File: config.mk
export PLATFORM = sky130hd
export DESIGN_NAME = rtc_control
export DESIGN_NICKNAME = d
export VERILOG_FILES = /design/src/rtc_ctrl_pkg.sv /design/src/rtc_control.sv /design/src/rtc_countdown.sv
export VERILOG_INCLUDE_DIRS = /design/src
export SDC_FILE = /design/constraint.sdc
export NUM_CORES = 1
export LEC_CHECK = 0
export BUFFER_PORTS_ARGS = -buffer_cell sky130_fd_sc_hd__clkbuf_2
export CELL_PAD_IN_SITES_DETAIL_PLACEMENT = 1
export CELL_PAD_IN_SITES_GLOBAL_PLACEMENT = 1
export CORE_ASPECT_RATIO = 1.4
export CORE_UTILIZATION = 46
export DETAILED_ROUTE_END_ITERATION = 8
export PLACE_DENSITY_LB_ADDON = 0.1
export SYNTH_ARGS = -nofsm -noshare
export SYNTH_HDL_FRONTEND = slang
export SYNTH_SLANG_ARGS = --single-unit
File: constraint.sdc
create_clock -name clk -period 3.1 [get_ports clk]
set_clock_uncertainty 0.15 [all_clocks]
set_input_delay 0.31 -clock clk [delete_from_list [all_inputs] [get_ports clk]]
set_output_delay 0.31 -clock clk [all_outputs]
set_load 0.05 [all_outputs]
File: src/rtc_ctrl_params.svh
// Offsets, field positions, reset values and timing counts of the RTC control
`ifndef RTC_CTRL_PARAMS_SVH
`define RTC_CTRL_PARAMS_SVH

// Register offsets
`define ADDR_CLOCK_OUT_CFG   8'h00
`define ADDR_MODE_SNAP_CFG   8'h01
`define ADDR_COUNTDOWN_CFG   8'h03
`define ADDR_IRQ_ENABLES     8'h04

// Reset values and writable bit masks
`define RST_CLOCK_OUT_CFG    8'h0E
`define RST_MODE_SNAP_CFG    8'h0C
`define RST_COUNTDOWN_CFG    8'h07
`define RST_IRQ_ENABLES      8'h00
`define MASK_CLOCK_OUT_CFG   8'hFF
`define MASK_MODE_SNAP_CFG   8'h4E
`define MASK_COUNTDOWN_CFG   8'h37
`define MASK_IRQ_ENABLES     8'h47
`define REG_ZERO             8'h00

// Field positions: clock and output configuration
`define BIT_EXT_REF_EN       7
`define BIT_PIN_FUNC_SEL     6
`define FLD_REF_RATE_HI      5
`define FLD_REF_RATE_LO      4
`define BIT_OSC_DISABLE      3
`define FLD_SQW_RATE_HI      2
`define FLD_SQW_RATE_LO      1
`define BIT_SOFT_RESET_N     0

// Field positions: mode and snapshot configuration
`define BIT_RETENTION        6
`define BIT_BUS_TIMEOUT_EN   3
`define BIT_READ_LIVE        2
`define BIT_LOAD_TIME        1

// Field positions: countdown configuration
`define BIT_CD_HOLD          5
`define BIT_CD_RUN           4
`define BIT_CD_RELOAD        2
`define FLD_CD_RATE_HI       1
`define FLD_CD_RATE_LO       0

// Field positions: interrupt enables
`define BIT_OSC_FLAG_MASK    6
`define BIT_CD_IRQ_EN        2
`define BIT_ALM2_IRQ_EN      1
`define BIT_ALM1_IRQ_EN      0

// Time base: a 65536 Hz tick from the system clock
`define CLK_HZ               50000000
`define BASE_TICK_HZ         65536
`define BASE_TICK_CYC        (`CLK_HZ / `BASE_TICK_HZ)
`define PHASE_W              16
`define PHASE_ALL_ONES       16'hFFFF
`define PHASE_ZERO           16'h0000

// Phase bits that toggle at each square-wave rate
`define SQW_BIT_1HZ          15
`define SQW_BIT_4K           3
`define SQW_BIT_8K           2
`define SQW_BIT_32K          0

// Phase masks that pulse at each countdown rate
`define CD_MASK_1024HZ       16'h003F
`define CD_MASK_256HZ        16'h00FF
`define CD_MASK_64HZ         16'h03FF
`define CD_MASK_16HZ         16'h0FFF

// Reference edges per second for each reference rate
`define REF_EDGES_1HZ        16'd1
`define REF_EDGES_50HZ       16'd50
`define REF_EDGES_60HZ       16'd60
`define REF_EDGES_32K        16'd32768
`define REF_CNT_ONE          16'd1

`endif

File: src/rtc_ctrl_pkg.sv
// Types shared by the RTC control and countdown modules
package rtc_ctrl_pkg;
    typedef logic [7:0] reg_byte_t;
    typedef logic [1:0] rate_sel_t;
    typedef enum logic [1:0] {
        CD_IDLE,
        CD_COUNT,
        CD_HALTED
    } countdown_state_e;
endpackage

File: src/rtc_control.sv
// RTC control registers, reference lock, square wave, countdown and pins
//
// Behaviour
// - Bit 7 enables locking the time base to the reference clock.
// - Bit 6 chooses square wave (0) or interrupt (1) on shared pin.
// - Bits 5:4 give reference rate: 1Hz, 50Hz, 60Hz, 32.768kHz.
// - Bit 3 set stops the oscillator; resets to stopped.
// - Bits 2:1 pick square wave 1Hz, 4.096k, 8.192k, 32.768k; reset 3.
// - Bit 0 low holds the digital logic in reset; high releases it.
// - Second register bit 6 selects data-retention mode; resets normal.
// - Bit 2 chooses live time (1) or last programmed time on reads.
// - Rising bit 1 loads the time registers into the counter chain.
// - Pause freezes the enabled countdown; clearing resumes from there.
// - Enable low holds countdown in reset; setting it starts counting.
// - Repeat clear halts at zero; set reloads initial value, continues.
// - Countdown rate 1024Hz, 256Hz, 64Hz or 16Hz; resets to 16Hz.
// - Oscillator flag mask forces the oscillator-stopped flag to zero.
// - Bit 2 gates countdown interrupt, bit 1 second alarm; reset 0.
// - In repeat mode a countdown interrupt is raised at start too.
// - Countdown reaching zero sets the flag and raises the interrupt.
// - Bit 0 gates the first alarm interrupt.
`timescale 1ns/1ps
`include "rtc_ctrl_params.svh"
module rtc_control #(
    parameter int COUNT_W  = 8,
    parameter int BASE_CYC = `BASE_TICK_CYC
) (
    // Clock and reset
    input  wire logic                    clk,
    input  wire logic                    rst_b,
    // Register port from the serial target
    input  wire logic [7:0]              regAddr,
    input  wire rtc_ctrl_pkg::reg_byte_t regWrData,
    input  wire logic                    regWr,
    input  wire logic                    regRd,
    output rtc_ctrl_pkg::reg_byte_t      regRdData,
    // Countdown data and flag handling
    input  wire logic [COUNT_W-1:0]      countdownInit,
    output logic      [COUNT_W-1:0]      countdownValue,
    input  wire logic                    doneFlagClear,
    output logic                         countdownDoneFlag,
    // Alarm flags from the match logic
    input  wire logic                    firstAlarmFlag,
    input  wire logic                    secondAlarmFlag,
    // Reference clock pin
    input  wire logic                    referenceClockPin,
    // Time chain controls
    output logic                         secondTick,
    output logic                         loadTimePulse,
    output logic                         readLiveTime,
    output logic                         oscillatorEnable,
    output logic                         oscHaltFlag,
    output logic                         digitalReset,
    output logic                         retentionMode,
    output logic                         busTimeoutEnable,
    // Open-drain interrupt pin
    output logic                         primaryIrqPinOut,
    output logic                         primaryIrqPinOe,
    // Shared interrupt or square-wave pin
    output logic                         sharedPinOut,
    output logic                         sharedPinOe
);
    import rtc_ctrl_pkg::*;

    reg_byte_t         clockOutCfg;
    reg_byte_t         modeSnapCfg;
    reg_byte_t         countdownCfg;
    reg_byte_t         irqEnables;
    reg_byte_t         next_rdData;
    logic              extReferenceEnable;
    logic              sharedPinFunctionSelect;
    rate_sel_t         referenceRateSelect;
    logic              oscillatorDisable;
    rate_sel_t         squareWaveRate;
    logic              softResetN;
    logic              countdownHold;
    logic              countdownRun;
    logic              countdownReloadMode;
    rate_sel_t         countdownTickRate;
    logic              oscFlagMask;
    logic              countdownIrqEnable;
    logic              secondAlarmIrqEnable;
    logic              firstAlarmIrqEnable;
    logic              swReset;
    logic              loadTimePrev;
    logic [15:0]       baseCnt;
    logic              baseTick;
    logic [`PHASE_W-1:0] phase;
    logic [15:0]       phaseMask;
    logic              cdRateTick;
    logic              refMeta;
    logic              refSync;
    logic              refPrev;
    logic              refEdge;
    logic [15:0]       refCnt;
    logic [15:0]       refTarget;
    logic              refSecond;
    logic              squareWave;
    logic              cdExpire;
    logic              cdStart;
    logic              cdIrq;
    logic              alarmIrqA;
    logic              alarmIrqB;

    // Field views of the configuration registers
    assign extReferenceEnable      = clockOutCfg[`BIT_EXT_REF_EN];
    assign sharedPinFunctionSelect = clockOutCfg[`BIT_PIN_FUNC_SEL];
    assign referenceRateSelect     =
        clockOutCfg[`FLD_REF_RATE_HI:`FLD_REF_RATE_LO];
    assign oscillatorDisable       = clockOutCfg[`BIT_OSC_DISABLE];
    assign squareWaveRate          =
        clockOutCfg[`FLD_SQW_RATE_HI:`FLD_SQW_RATE_LO];
    assign softResetN              = clockOutCfg[`BIT_SOFT_RESET_N];
    assign countdownHold           = countdownCfg[`BIT_CD_HOLD];
    assign countdownRun            = countdownCfg[`BIT_CD_RUN];
    assign countdownReloadMode     = countdownCfg[`BIT_CD_RELOAD];
    assign countdownTickRate       =
        countdownCfg[`FLD_CD_RATE_HI:`FLD_CD_RATE_LO];
    assign oscFlagMask             = irqEnables[`BIT_OSC_FLAG_MASK];
    assign countdownIrqEnable      = irqEnables[`BIT_CD_IRQ_EN];
    assign secondAlarmIrqEnable    = irqEnables[`BIT_ALM2_IRQ_EN];
    assign firstAlarmIrqEnable     = irqEnables[`BIT_ALM1_IRQ_EN];

    // Plain mode outputs
    assign swReset          = !softResetN;
    assign digitalReset     = swReset;
    assign retentionMode    = modeSnapCfg[`BIT_RETENTION];
    assign busTimeoutEnable = modeSnapCfg[`BIT_BUS_TIMEOUT_EN];
    assign readLiveTime     = modeSnapCfg[`BIT_READ_LIVE];
    assign oscillatorEnable = !oscillatorDisable;
    // Stopped flag reads zero while masked
    assign oscHaltFlag = oscillatorDisable && !oscFlagMask;

    // Register writes, one byte per access
    always_ff @(posedge clk or negedge rst_b) begin
        if (!rst_b) begin
            clockOutCfg  <= `RST_CLOCK_OUT_CFG;
            modeSnapCfg  <= `RST_MODE_SNAP_CFG;
            countdownCfg <= `RST_COUNTDOWN_CFG;
            irqEnables   <= `RST_IRQ_ENABLES;
        end else if (regWr) begin
            if (regAddr == `ADDR_CLOCK_OUT_CFG) begin
                clockOutCfg <= regWrData & `MASK_CLOCK_OUT_CFG;
            end else if (regAddr == `ADDR_MODE_SNAP_CFG) begin
                modeSnapCfg <= regWrData & `MASK_MODE_SNAP_CFG;
            end else if (regAddr == `ADDR_COUNTDOWN_CFG) begin
                countdownCfg <= regWrData & `MASK_COUNTDOWN_CFG;
            end else if (regAddr == `ADDR_IRQ_ENABLES) begin
                irqEnables <= regWrData & `MASK_IRQ_ENABLES;
            end
        end
    end

    // Read mux; unmapped offsets read zero
    always_comb begin
        next_rdData = `REG_ZERO;
        if (regAddr == `ADDR_CLOCK_OUT_CFG) begin
            next_rdData = clockOutCfg;
        end else if (regAddr == `ADDR_MODE_SNAP_CFG) begin
            next_rdData = modeSnapCfg;
        end else if (regAddr == `ADDR_COUNTDOWN_CFG) begin
            next_rdData = countdownCfg;
        end else if (regAddr == `ADDR_IRQ_ENABLES) begin
            next_rdData = irqEnables;
        end
    end

    // Read data register
    always_ff @(posedge clk or negedge rst_b) begin
        if (!rst_b) begin
            regRdData <= `REG_ZERO;
        end else if (regRd) begin
            regRdData <= next_rdData;
        end
    end

    // Time load on a rising load bit
    always_ff @(posedge clk or negedge rst_b) begin
        if (!rst_b) begin
            loadTimePrev  <= 1'b0;
            loadTimePulse <= 1'b0;
        end else begin
            loadTimePrev  <= modeSnapCfg[`BIT_LOAD_TIME];
            loadTimePulse <= modeSnapCfg[`BIT_LOAD_TIME] && !loadTimePrev
                             && softResetN;
        end
    end

    // Base tick prescaler; stops with the oscillator
    always_ff @(posedge clk or negedge rst_b) begin
        if (!rst_b) begin
            baseCnt  <= '0;
            baseTick <= 1'b0;
        end else if (swReset || oscillatorDisable) begin
            baseCnt  <= '0;
            baseTick <= 1'b0;
        end else if (baseCnt >= 16'(BASE_CYC - 1)) begin
            baseCnt  <= '0;
            baseTick <= 1'b1;
        end else begin
            baseCnt  <= baseCnt + 1'b1;
            baseTick <= 1'b0;
        end
    end

    // Reference pin synchroniser and edge detector
    always_ff @(posedge clk or negedge rst_b) begin
        if (!rst_b) begin
            refMeta <= 1'b0;
            refSync <= 1'b0;
            refPrev <= 1'b0;
        end else begin
            refMeta <= referenceClockPin;
            refSync <= refMeta;
            refPrev <= refSync;
        end
    end
    assign refEdge = refSync && !refPrev;

    // Reference edges per second for the selected rate
    always_comb begin
        case (referenceRateSelect)
            2'h0:    refTarget = `REF_EDGES_1HZ;
            2'h1:    refTarget = `REF_EDGES_50HZ;
            2'h2:    refTarget = `REF_EDGES_60HZ;
            default: refTarget = `REF_EDGES_32K;
        endcase
    end

    // Reference edge counter marks each locked second
    always_ff @(posedge clk or negedge rst_b) begin
        if (!rst_b) begin
            refCnt <= '0;
        end else if (swReset || !extReferenceEnable) begin
            refCnt <= '0;
        end else if (refEdge) begin
            if (refCnt >= refTarget - `REF_CNT_ONE) begin
                refCnt <= '0;
            end else begin
                refCnt <= refCnt + `REF_CNT_ONE;
            end
        end
    end
    assign refSecond = extReferenceEnable && refEdge
                       && (refCnt >= refTarget - `REF_CNT_ONE);

    // Phase counter; realigned to the reference each second when locked
    always_ff @(posedge clk or negedge rst_b) begin
        if (!rst_b) begin
            phase <= `PHASE_ZERO;
        end else if (swReset) begin
            phase <= `PHASE_ZERO;
        end else if (refSecond) begin
            phase <= `PHASE_ZERO;
        end else if (baseTick) begin
            phase <= phase + 1'b1;
        end
    end

    // One-second tick for the time counter chain
    always_ff @(posedge clk or negedge rst_b) begin
        if (!rst_b) begin
            secondTick <= 1'b0;
        end else if (extReferenceEnable) begin
            secondTick <= refSecond && softResetN;
        end else begin
            secondTick <= baseTick && (phase == `PHASE_ALL_ONES)
                          && softResetN;
        end
    end

    // Square wave selected from the phase bits
    always_ff @(posedge clk or negedge rst_b) begin
        if (!rst_b) begin
            squareWave <= 1'b0;
        end else begin
            case (squareWaveRate)
                2'h0:    squareWave <= phase[`SQW_BIT_1HZ];
                2'h1:    squareWave <= phase[`SQW_BIT_4K];
                2'h2:    squareWave <= phase[`SQW_BIT_8K];
                default: squareWave <= phase[`SQW_BIT_32K];
            endcase
        end
    end

    // Countdown rate tick from the phase counter
    always_comb begin
        case (countdownTickRate)
            2'h0:    phaseMask = `CD_MASK_1024HZ;
            2'h1:    phaseMask = `CD_MASK_256HZ;
            2'h2:    phaseMask = `CD_MASK_64HZ;
            default: phaseMask = `CD_MASK_16HZ;
        endcase
    end
    assign cdRateTick = baseTick && ((phase & phaseMask) == phaseMask);

    // Countdown timer
    rtc_countdown #(
        .COUNT_W (COUNT_W)
    ) u_countdown (
        .clk                 (clk),
        .rst_b               (rst_b),
        .clear               (swReset),
        .countdownRun        (countdownRun),
        .countdownHold       (countdownHold),
        .countdownReloadMode (countdownReloadMode),
        .rateTick            (cdRateTick),
        .initValue           (countdownInit),
        .countValue          (countdownValue),
        .expirePulse         (cdExpire),
        .startPulse          (cdStart)
    );

    // Countdown flag; a set in the clear cycle wins
    always_ff @(posedge clk or negedge rst_b) begin
        if (!rst_b) begin
            countdownDoneFlag <= 1'b0;
        end else if (swReset) begin
            countdownDoneFlag <= 1'b0;
        end else if (cdExpire || cdStart) begin
            countdownDoneFlag <= 1'b1;
        end else if (doneFlagClear) begin
            countdownDoneFlag <= 1'b0;
        end
    end

    // Interrupt gating per source
    assign cdIrq = countdownDoneFlag && countdownIrqEnable;
    assign alarmIrqB = secondAlarmFlag && secondAlarmIrqEnable;
    assign alarmIrqA = firstAlarmFlag && firstAlarmIrqEnable;

    // Pin drivers: all sources on the primary pin in square-wave mode
    always_ff @(posedge clk or negedge rst_b) begin
        if (!rst_b) begin
            primaryIrqPinOut <= 1'b0;
            primaryIrqPinOe  <= 1'b0;
            sharedPinOut     <= 1'b0;
            sharedPinOe      <= 1'b0;
        end else if (sharedPinFunctionSelect) begin
            // Interrupt mode: shared pin is open drain for countdown, alarm 2
            primaryIrqPinOut <= 1'b0;
            primaryIrqPinOe  <= alarmIrqA;
            sharedPinOut     <= 1'b0;
            sharedPinOe      <= cdIrq || alarmIrqB;
        end else begin
            // Square-wave mode: shared pin driven with the wave
            primaryIrqPinOut <= 1'b0;
            primaryIrqPinOe  <= alarmIrqA || alarmIrqB || cdIrq;
            sharedPinOut     <= squareWave;
            sharedPinOe      <= 1'b1;
        end
    end
endmodule

File: src/rtc_countdown.sv
// Countdown timer: load, hold, reload and expiry pulses
`timescale 1ns/1ps
module rtc_countdown #(
    parameter int COUNT_W = 8
) (
    // Clock and reset
    input  wire logic                    clk,
    input  wire logic                    rst_b,
    input  wire logic                    clear,
    // Control
    input  wire logic                    countdownRun,
    input  wire logic                    countdownHold,
    input  wire logic                    countdownReloadMode,
    input  wire logic                    rateTick,
    input  wire logic [COUNT_W-1:0]      initValue,
    // Results
    output logic      [COUNT_W-1:0]      countValue,
    output logic                         expirePulse,
    output logic                         startPulse
);
    import rtc_ctrl_pkg::*;

    countdown_state_e state;
    logic             runPrev;
    logic             runRise;
    logic             decTick;

    assign runRise = countdownRun && !runPrev;
    // Hold freezes the counter only while enabled
    assign decTick = rateTick && !countdownHold;

    // Enable edge detector
    always_ff @(posedge clk or negedge rst_b) begin
        if (!rst_b) begin
            runPrev <= 1'b0;
        end else if (clear) begin
            runPrev <= 1'b0;
        end else begin
            runPrev <= countdownRun;
        end
    end

    // Counter state machine
    always_ff @(posedge clk or negedge rst_b) begin
        if (!rst_b) begin
            state       <= CD_IDLE;
            countValue  <= '0;
            expirePulse <= 1'b0;
            startPulse  <= 1'b0;
        end else if (clear || !countdownRun) begin
            // Held in reset while disabled
            state       <= CD_IDLE;
            countValue  <= '0;
            expirePulse <= 1'b0;
            startPulse  <= 1'b0;
        end else begin
            expirePulse <= 1'b0;
            startPulse  <= 1'b0;
            case (state)
                CD_IDLE: begin
                    if (runRise) begin
                        state      <= CD_COUNT;
                        countValue <= initValue;
                        startPulse <= countdownReloadMode;
                    end
                end
                CD_COUNT: begin
                    if (decTick) begin
                        if (countValue <= 1) begin
                            expirePulse <= 1'b1;
                            if (countdownReloadMode) begin
                                countValue <= initValue;
                            end else begin
                                countValue <= '0;
                                state      <= CD_HALTED;
                            end
                        end else begin
                            countValue <= countValue - 1'b1;
                        end
                    end
                end
                CD_HALTED: begin
                    state <= CD_HALTED;
                end
                default: begin
                    state <= CD_IDLE;
                end
            endcase
        end
    end
endmodule

; After elaboration in Yosys (flattened, before gate mapping)
; Cells that the tools add are included.
[classes]
n_addsub = 5
n_lt_le_gt_ge = 3
eq_ne = 19
muxes = 44
n_bitwise = 4
reduce_logical = 44
[ops]
columns = op, count
row1 = 2-to-1 mux 16 bit, 8
row2 = adder 16 x 1 -> 16 bit (second input constant), 3
row3 = 2-to-1 mux 8 bit, 6
row4 = case mux 16 bit (3 select lines), 1
row5 = case mux 12 bit (3 select lines), 1
row6 = 2-to-1 mux 7 bit, 3
row7 = 2-to-1 mux 1 bit, 17
row8 = AND 16 bit, 1
row9 = equality test 16 bit, 1
row10 = equality test 16 bit (second input constant), 1
row11 = >= comparator 16 x 10 -> 1 bit (second input constant), 1
row12 = >= comparator 16 bit, 1
row13 = case mux 8 bit (2 select lines), 1
row14 = subtractor 16 x 1 -> 16 bit (second input constant), 1
row15 = logical AND 1 bit, 15
row16 = != test 3 x 1 -> 1 bit (second input constant), 4
row17 = 2-to-1 mux 2 bit, 5
row18 = logical NOT 1 bit, 9
row19 = equality test 2 x 1 -> 1 bit (second input constant), 4
row20 = equality test 2 bit (second input constant), 4
row21 = equality test 8 x 1 -> 1 bit (second input constant), 1
row22 = equality test 8 x 2 -> 1 bit (second input constant), 1
row23 = equality test 8 x 3 -> 1 bit (second input constant), 1
row24 = less-or-equal comparator 8 x 1 -> 1 bit (second input constant), 1
row25 = 14 further kinds, 28
[totals]
reg_bits = 102
inputBits = 32
out_inout_bits = 29

; Depth between registers and ports, before layout
[depth]
ltp_word = 9
mapped_depth = 10
depth_no_buf = 9

; By module
; From an unflattened synthesis, not the netlist that was laid out.
[unflattened]
hier_cells = 516
hier_area_um2 = 5327.6
[by_module_without_submodules]
columns = module, n_inst, cells_per_inst, area_per_inst_um2, seq_area_each_um2
row1 = rtc_control, 1, 417, 4395.5, 2237.1
row2 = rtc_countdown, 1, 99, 932.1, 325.3

; Least setup slack after synthesis
; Ideal clock, no wire load.
[synth_path]
path_kind = register -> register
start = reg clockOutCfg[5]
end = reg phase[10]
setup_time_ns = 0.119
arrival_ns = 2.458
required_ns = 2.831
path_slack_ns = 0.374
path_stages_with_launch = 10
path_buffers = 1
cell_sequence = dfrtp_1 > nand2_1 > ha_1 > nand4_2 > or4_1 > a31oi_2 > nor3_2 > o31ai_4 > buf_6 > nor2_1
[synth_via]
elab_chain_len = 7
elab_cells_between_ends = 10
classes_between = add/sub (1) / order compare (1) / eq/ne (3) / mux (3) / reduce/logical (2)
[synth_rtl]
columns = element, line_no
row1 = "start, declared", rtc_control.sv:65  ; reg_byte_t clockOutCfg;
row2 = "start signal, assigned", rtc_control.sv:137  ; clockOutCfg <= `RST_CLOCK_OUT_CFG;
row3 = "start signal, assigned", rtc_control.sv:143  ; clockOutCfg <= regWrData & `MASK_CLOCK_OUT_CFG;
row4 = "equality test 2 bit, or another cell as far along", rtc_control.sv:222  ; case (referenceRateSelect)
row5 = case mux 16 bit (3 select lines) (*), rtc_control.sv:222
row6 = subtractor 16 x 1 -> 16 bit (no line) (*), --
row7 = >= comparator 16 bit (no line) (*), --
row8 = logical AND 1 bit (*), rtc_control.sv:244  ; assign refSecond = extReferenceEnable && refEdge
row9 = 2-to-1 mux 16 bit, rtc_control.sv:253  ; end else if (refSecond) begin
row10 = 2-to-1 mux 16 bit, rtc_control.sv:251  ; end else if (swReset) begin
row11 = "end signal, assigned", rtc_control.sv:250  ; phase <= `PHASE_ZERO;
row12 = "end signal, assigned", rtc_control.sv:252  ; phase <= `PHASE_ZERO;
row13 = "end signal, assigned", rtc_control.sv:254  ; phase <= `PHASE_ZERO;
row14 = "end, declared", rtc_control.sv:88  ; logic [`PHASE_W-1:0] phase;
; Every way passes the cells marked *; elsewhere a longest branch is shown, timed or not.
; A chain may end at the register's enable or synchronous reset.

; Worst setup path after layout
[layout_path]
start = reg clockOutCfg[5]
end = reg phase[15]
; Same word-level chain as after synthesis.

==> results.toml <==
[sta]
worst_pin_slew_ns = 0.735
setup_ws_ns = 0.171
drv_slew = 0
period_share = 0.945
fin_crit_ns = 2.93
slew_headroom = 0.508
rsz0062_at_grt = "no"
hold_viol = 0
finalSetupViolCount = 0
fmax_mhz = 341

[setup_path]
cp_slowest_cell = "or4_1"
crit_path_max_fanout = 16
crit_required_ns = 3.18
crit_path_frequent_cell = "buf_4"
cp.arrival_ns = 3.01
path_class = "reg2reg"
worst_path_largest_cell_delay_ns = 0.60
worstSetupStartpointType = "flop"
path_cells = "nand2_1 > buf_4 > ha_1 > nand4_2 > or4_1 > a31oi_4 > buf_4 > nor3_2 > o31ai_4 > buf_6 > nor2_1"
critPathCaptureType = "flop"

[yosys]
async_flop_share = 1.00
synth.distinct_cells = 63
synth-edff-count = 0
syn_inst = 517
avgSynthCellArea_um2 = 10.1
ys_warn_count = 0
ys_seq_elements = 102
syn_area_um2 = 5220
synth_seq_area_share = 0.491
ys.flop_type = "dfrtp_1"

[layout]
fin_util = 0.568
area_growth_pct = 19.0
final_cell_mix = "94 x dfrtp_1, 61 x nor2_1, 58 x clkbuf_2, 46 x nand2_1, 38 x a21oi_1"
nNetsFinal = 662
post_layout_nonfiller_instances = 750
drive_gt1_frac = 0.225
diodes = 0
final_common_cell = "dfrtp_1"

[flow_run]
max-cap-violations = 0

[detailed_routing]
viasPerCell = 5.61
detail-route-antenna-nets = 0
first_iter_violations = 134
detail_route.wl_per_cell_um = 17.5
drc = 0
drt_pass1_iterations = 4
vias = 4206
drt_wl_total_um = 13200

[clock_tree]
cts_tree = "done"
root_buffer = "clkbuf_16"
numClockSinks = 102
clk_path_buf_depth = 2
htree_levels = 3
clkLatencyLatePin_ns = 0.35
clkTransAtPathRegs_ns = 0.07
cts_made_buffers = 9

[floorplan]
io_pins = 61
dieArea_um2 = 11800
initial_core_util = 0.478
num_rows = 45
coreArea_um2 = 10900
dieWidth_um = 92
die-height_um = 128

[power_and_ir_drop]
leakagePower_nw = 2.82
power.density_nw_per_um2 = 466
peakVddDrop_mv = 0.301
finalPower_w = 0.00289

[place]
dp.cells = 730
dpl.hpwl_um = 9350
pre_cts_ws_ns = -0.236
gp_congestion = 0.770
portBuffers = 59

[status]
status = "complete, no violations"

[global_route]
antenna_found_initial = 0
grt_pass1_wl_um = 21900
grt.total_usage = 0.238
overflow = 0
grt_pass1_vias = 4507
grt_max_degree = 54

[worst_hold_path]
hold_class = "in2reg"
## final timing paths
kind	start	end	slack (ns)	cells after the start
setup / recovery	clockOutCfg[5]$_DFFE_PN0P_	phase[15]$_DFFE_PN0P_	0.17	11
setup reg to reg	clockOutCfg[5]$_DFFE_PN0P_	phase[15]$_DFFE_PN0P_	0.17	11
max in group asynchronous	rst_b	clockOutCfg[1]$_DFFE_PN1P_	1.65	3
hold / removal	regWrData[7]	clockOutCfg[7]$_DFFE_PN0P_	0.08	2
hold reg to reg	refMeta$_DFF_PN0_	refSync$_DFF_PN0_	0.20	0
min in group asynchronous	rst_b	refCnt[11]$_DFFE_PN0P_	0.38	2
## layout make-up
class,count,area (µm²)
clock buffers,10,229
inverters,28,105
flip-flops and latches,102,2560
fillers,1250,4710
multi-input cells,383,2530
well taps,141,176
clock inverters,6,115
repair buffers,80,489
## registers in the layout (all words and copies together), names as in the netlist, 4 cells and up
signal / flops
baseCnt: 16
clockOutCfg: 8
countdownCfg: 5
irqEnables: 4
modeSnapCfg: 4
phase: 16
refCnt: 16
regRdData: 8
u_countdown.countValue: 8
## repair_timing
item,4_1_cts,5_1_grt
gates cloned,0,1
endpoints found under the setup margin,14,7
setup buffers,0,1
hold endpoints to repair,50,0
hold buffers,2,0
resized for setup,1,2
## synth_stat cells (2+ instances only)
| master | instances | area, µm² |
|---|---|---|
| o21ai_0 | 22 | 110 |
| xor2_1 | 15 | 131 |
| a22oi_1 | 4 | 30.0 |
| mux2i_1 | 2 | 20.0 |
| a21oi_1 | 38 | 190 |
| o32ai_1 | 2 | 17.5 |
| nor4_1 | 2 | 12.5 |
| a41oi_1 | 3 | 26.3 |
| xnor2_1 | 10 | 87.6 |
| nand3b_1 | 2 | 15.0 |
| ha_1 | 26 | 325 |
| buf_2 | 3 | 15.0 |
| nand4_1 | 8 | 50.1 |
| a21o_1 | 2 | 15.0 |
| and4_1 | 2 | 17.5 |
| conb_1 | 2 | 7.51 |
| and3_1 | 9 | 56.3 |
| nor2_1 | 61 | 229 |
| clkbuf_1 | 5 | 18.8 |
| nand3_1 | 22 | 110 |
| nand2_1 | 46 | 173 |
| mux2_2 | 21 | 236 |
| inv_1 | 27 | 101 |
| a221oi_1 | 3 | 26.3 |
| nor3_1 | 14 | 70.1 |
| nor2b_1 | 6 | 37.5 |
| nand2b_1 | 8 | 50.1 |
| dfstp_2 | 8 | 210 |
| o211ai_1 | 2 | 15.0 |
| a31oi_1 | 13 | 81.3 |
| a22o_1 | 3 | 26.3 |
| o31ai_1 | 2 | 15.0 |
| dfrtp_1 | 94 | 2350 |
## per-stage QoR
stage	TNS [ns]	hold slack [ns]	instance area [µm²]
after floorplan	0	-0.136	5240
after global placement	-0.132	0.188	5790
after detailed placement	-1.62	0.187	5790
after CTS	0	0.0695	6160
after global routing	0	0.0778	6210
final	0	0.0790	6210
## where the power goes
group	internal (W)	switching (W)
clock network	0.000796	0.000511
registers	0.00136	0.0000192
logic	0.0000698	0.000137
total	0.00223	0.000667
## worst max-delay path, delay by kind of cell (launching register included)
kind,cells,cell delay (ns)
DFF,1,0.35
AOI/OAI and AO/OA,2,0.49
buffers and inverters,3,0.55
adders and majority gates,1,0.31
and+or+nand+nor,5,0.96
## per-layer routing
layer	GRT usage	share of wire
met1	0.272	0.41
met2	0.442	0.55
met3	0.0350	0.020
met4	0.0901	0.021
met5	0	0
## logic make-up (layout without fill, tap and decap cells)
kind of cell,count (synthesis),in the layout,synth area share
xor gates and xnor gates,25,25,0.0420
AOI/OAI and AO/OA,106,106,0.132
other,2,8,0.00144
muxes,24,24,0.0535
adders and majority gates,26,26,0.0624
and+or+nand+nor,193,194,0.184
buffers and inverters,39,124,0.0329
DFF,102,102,0.491
Power figures use the tool's default switching activity.
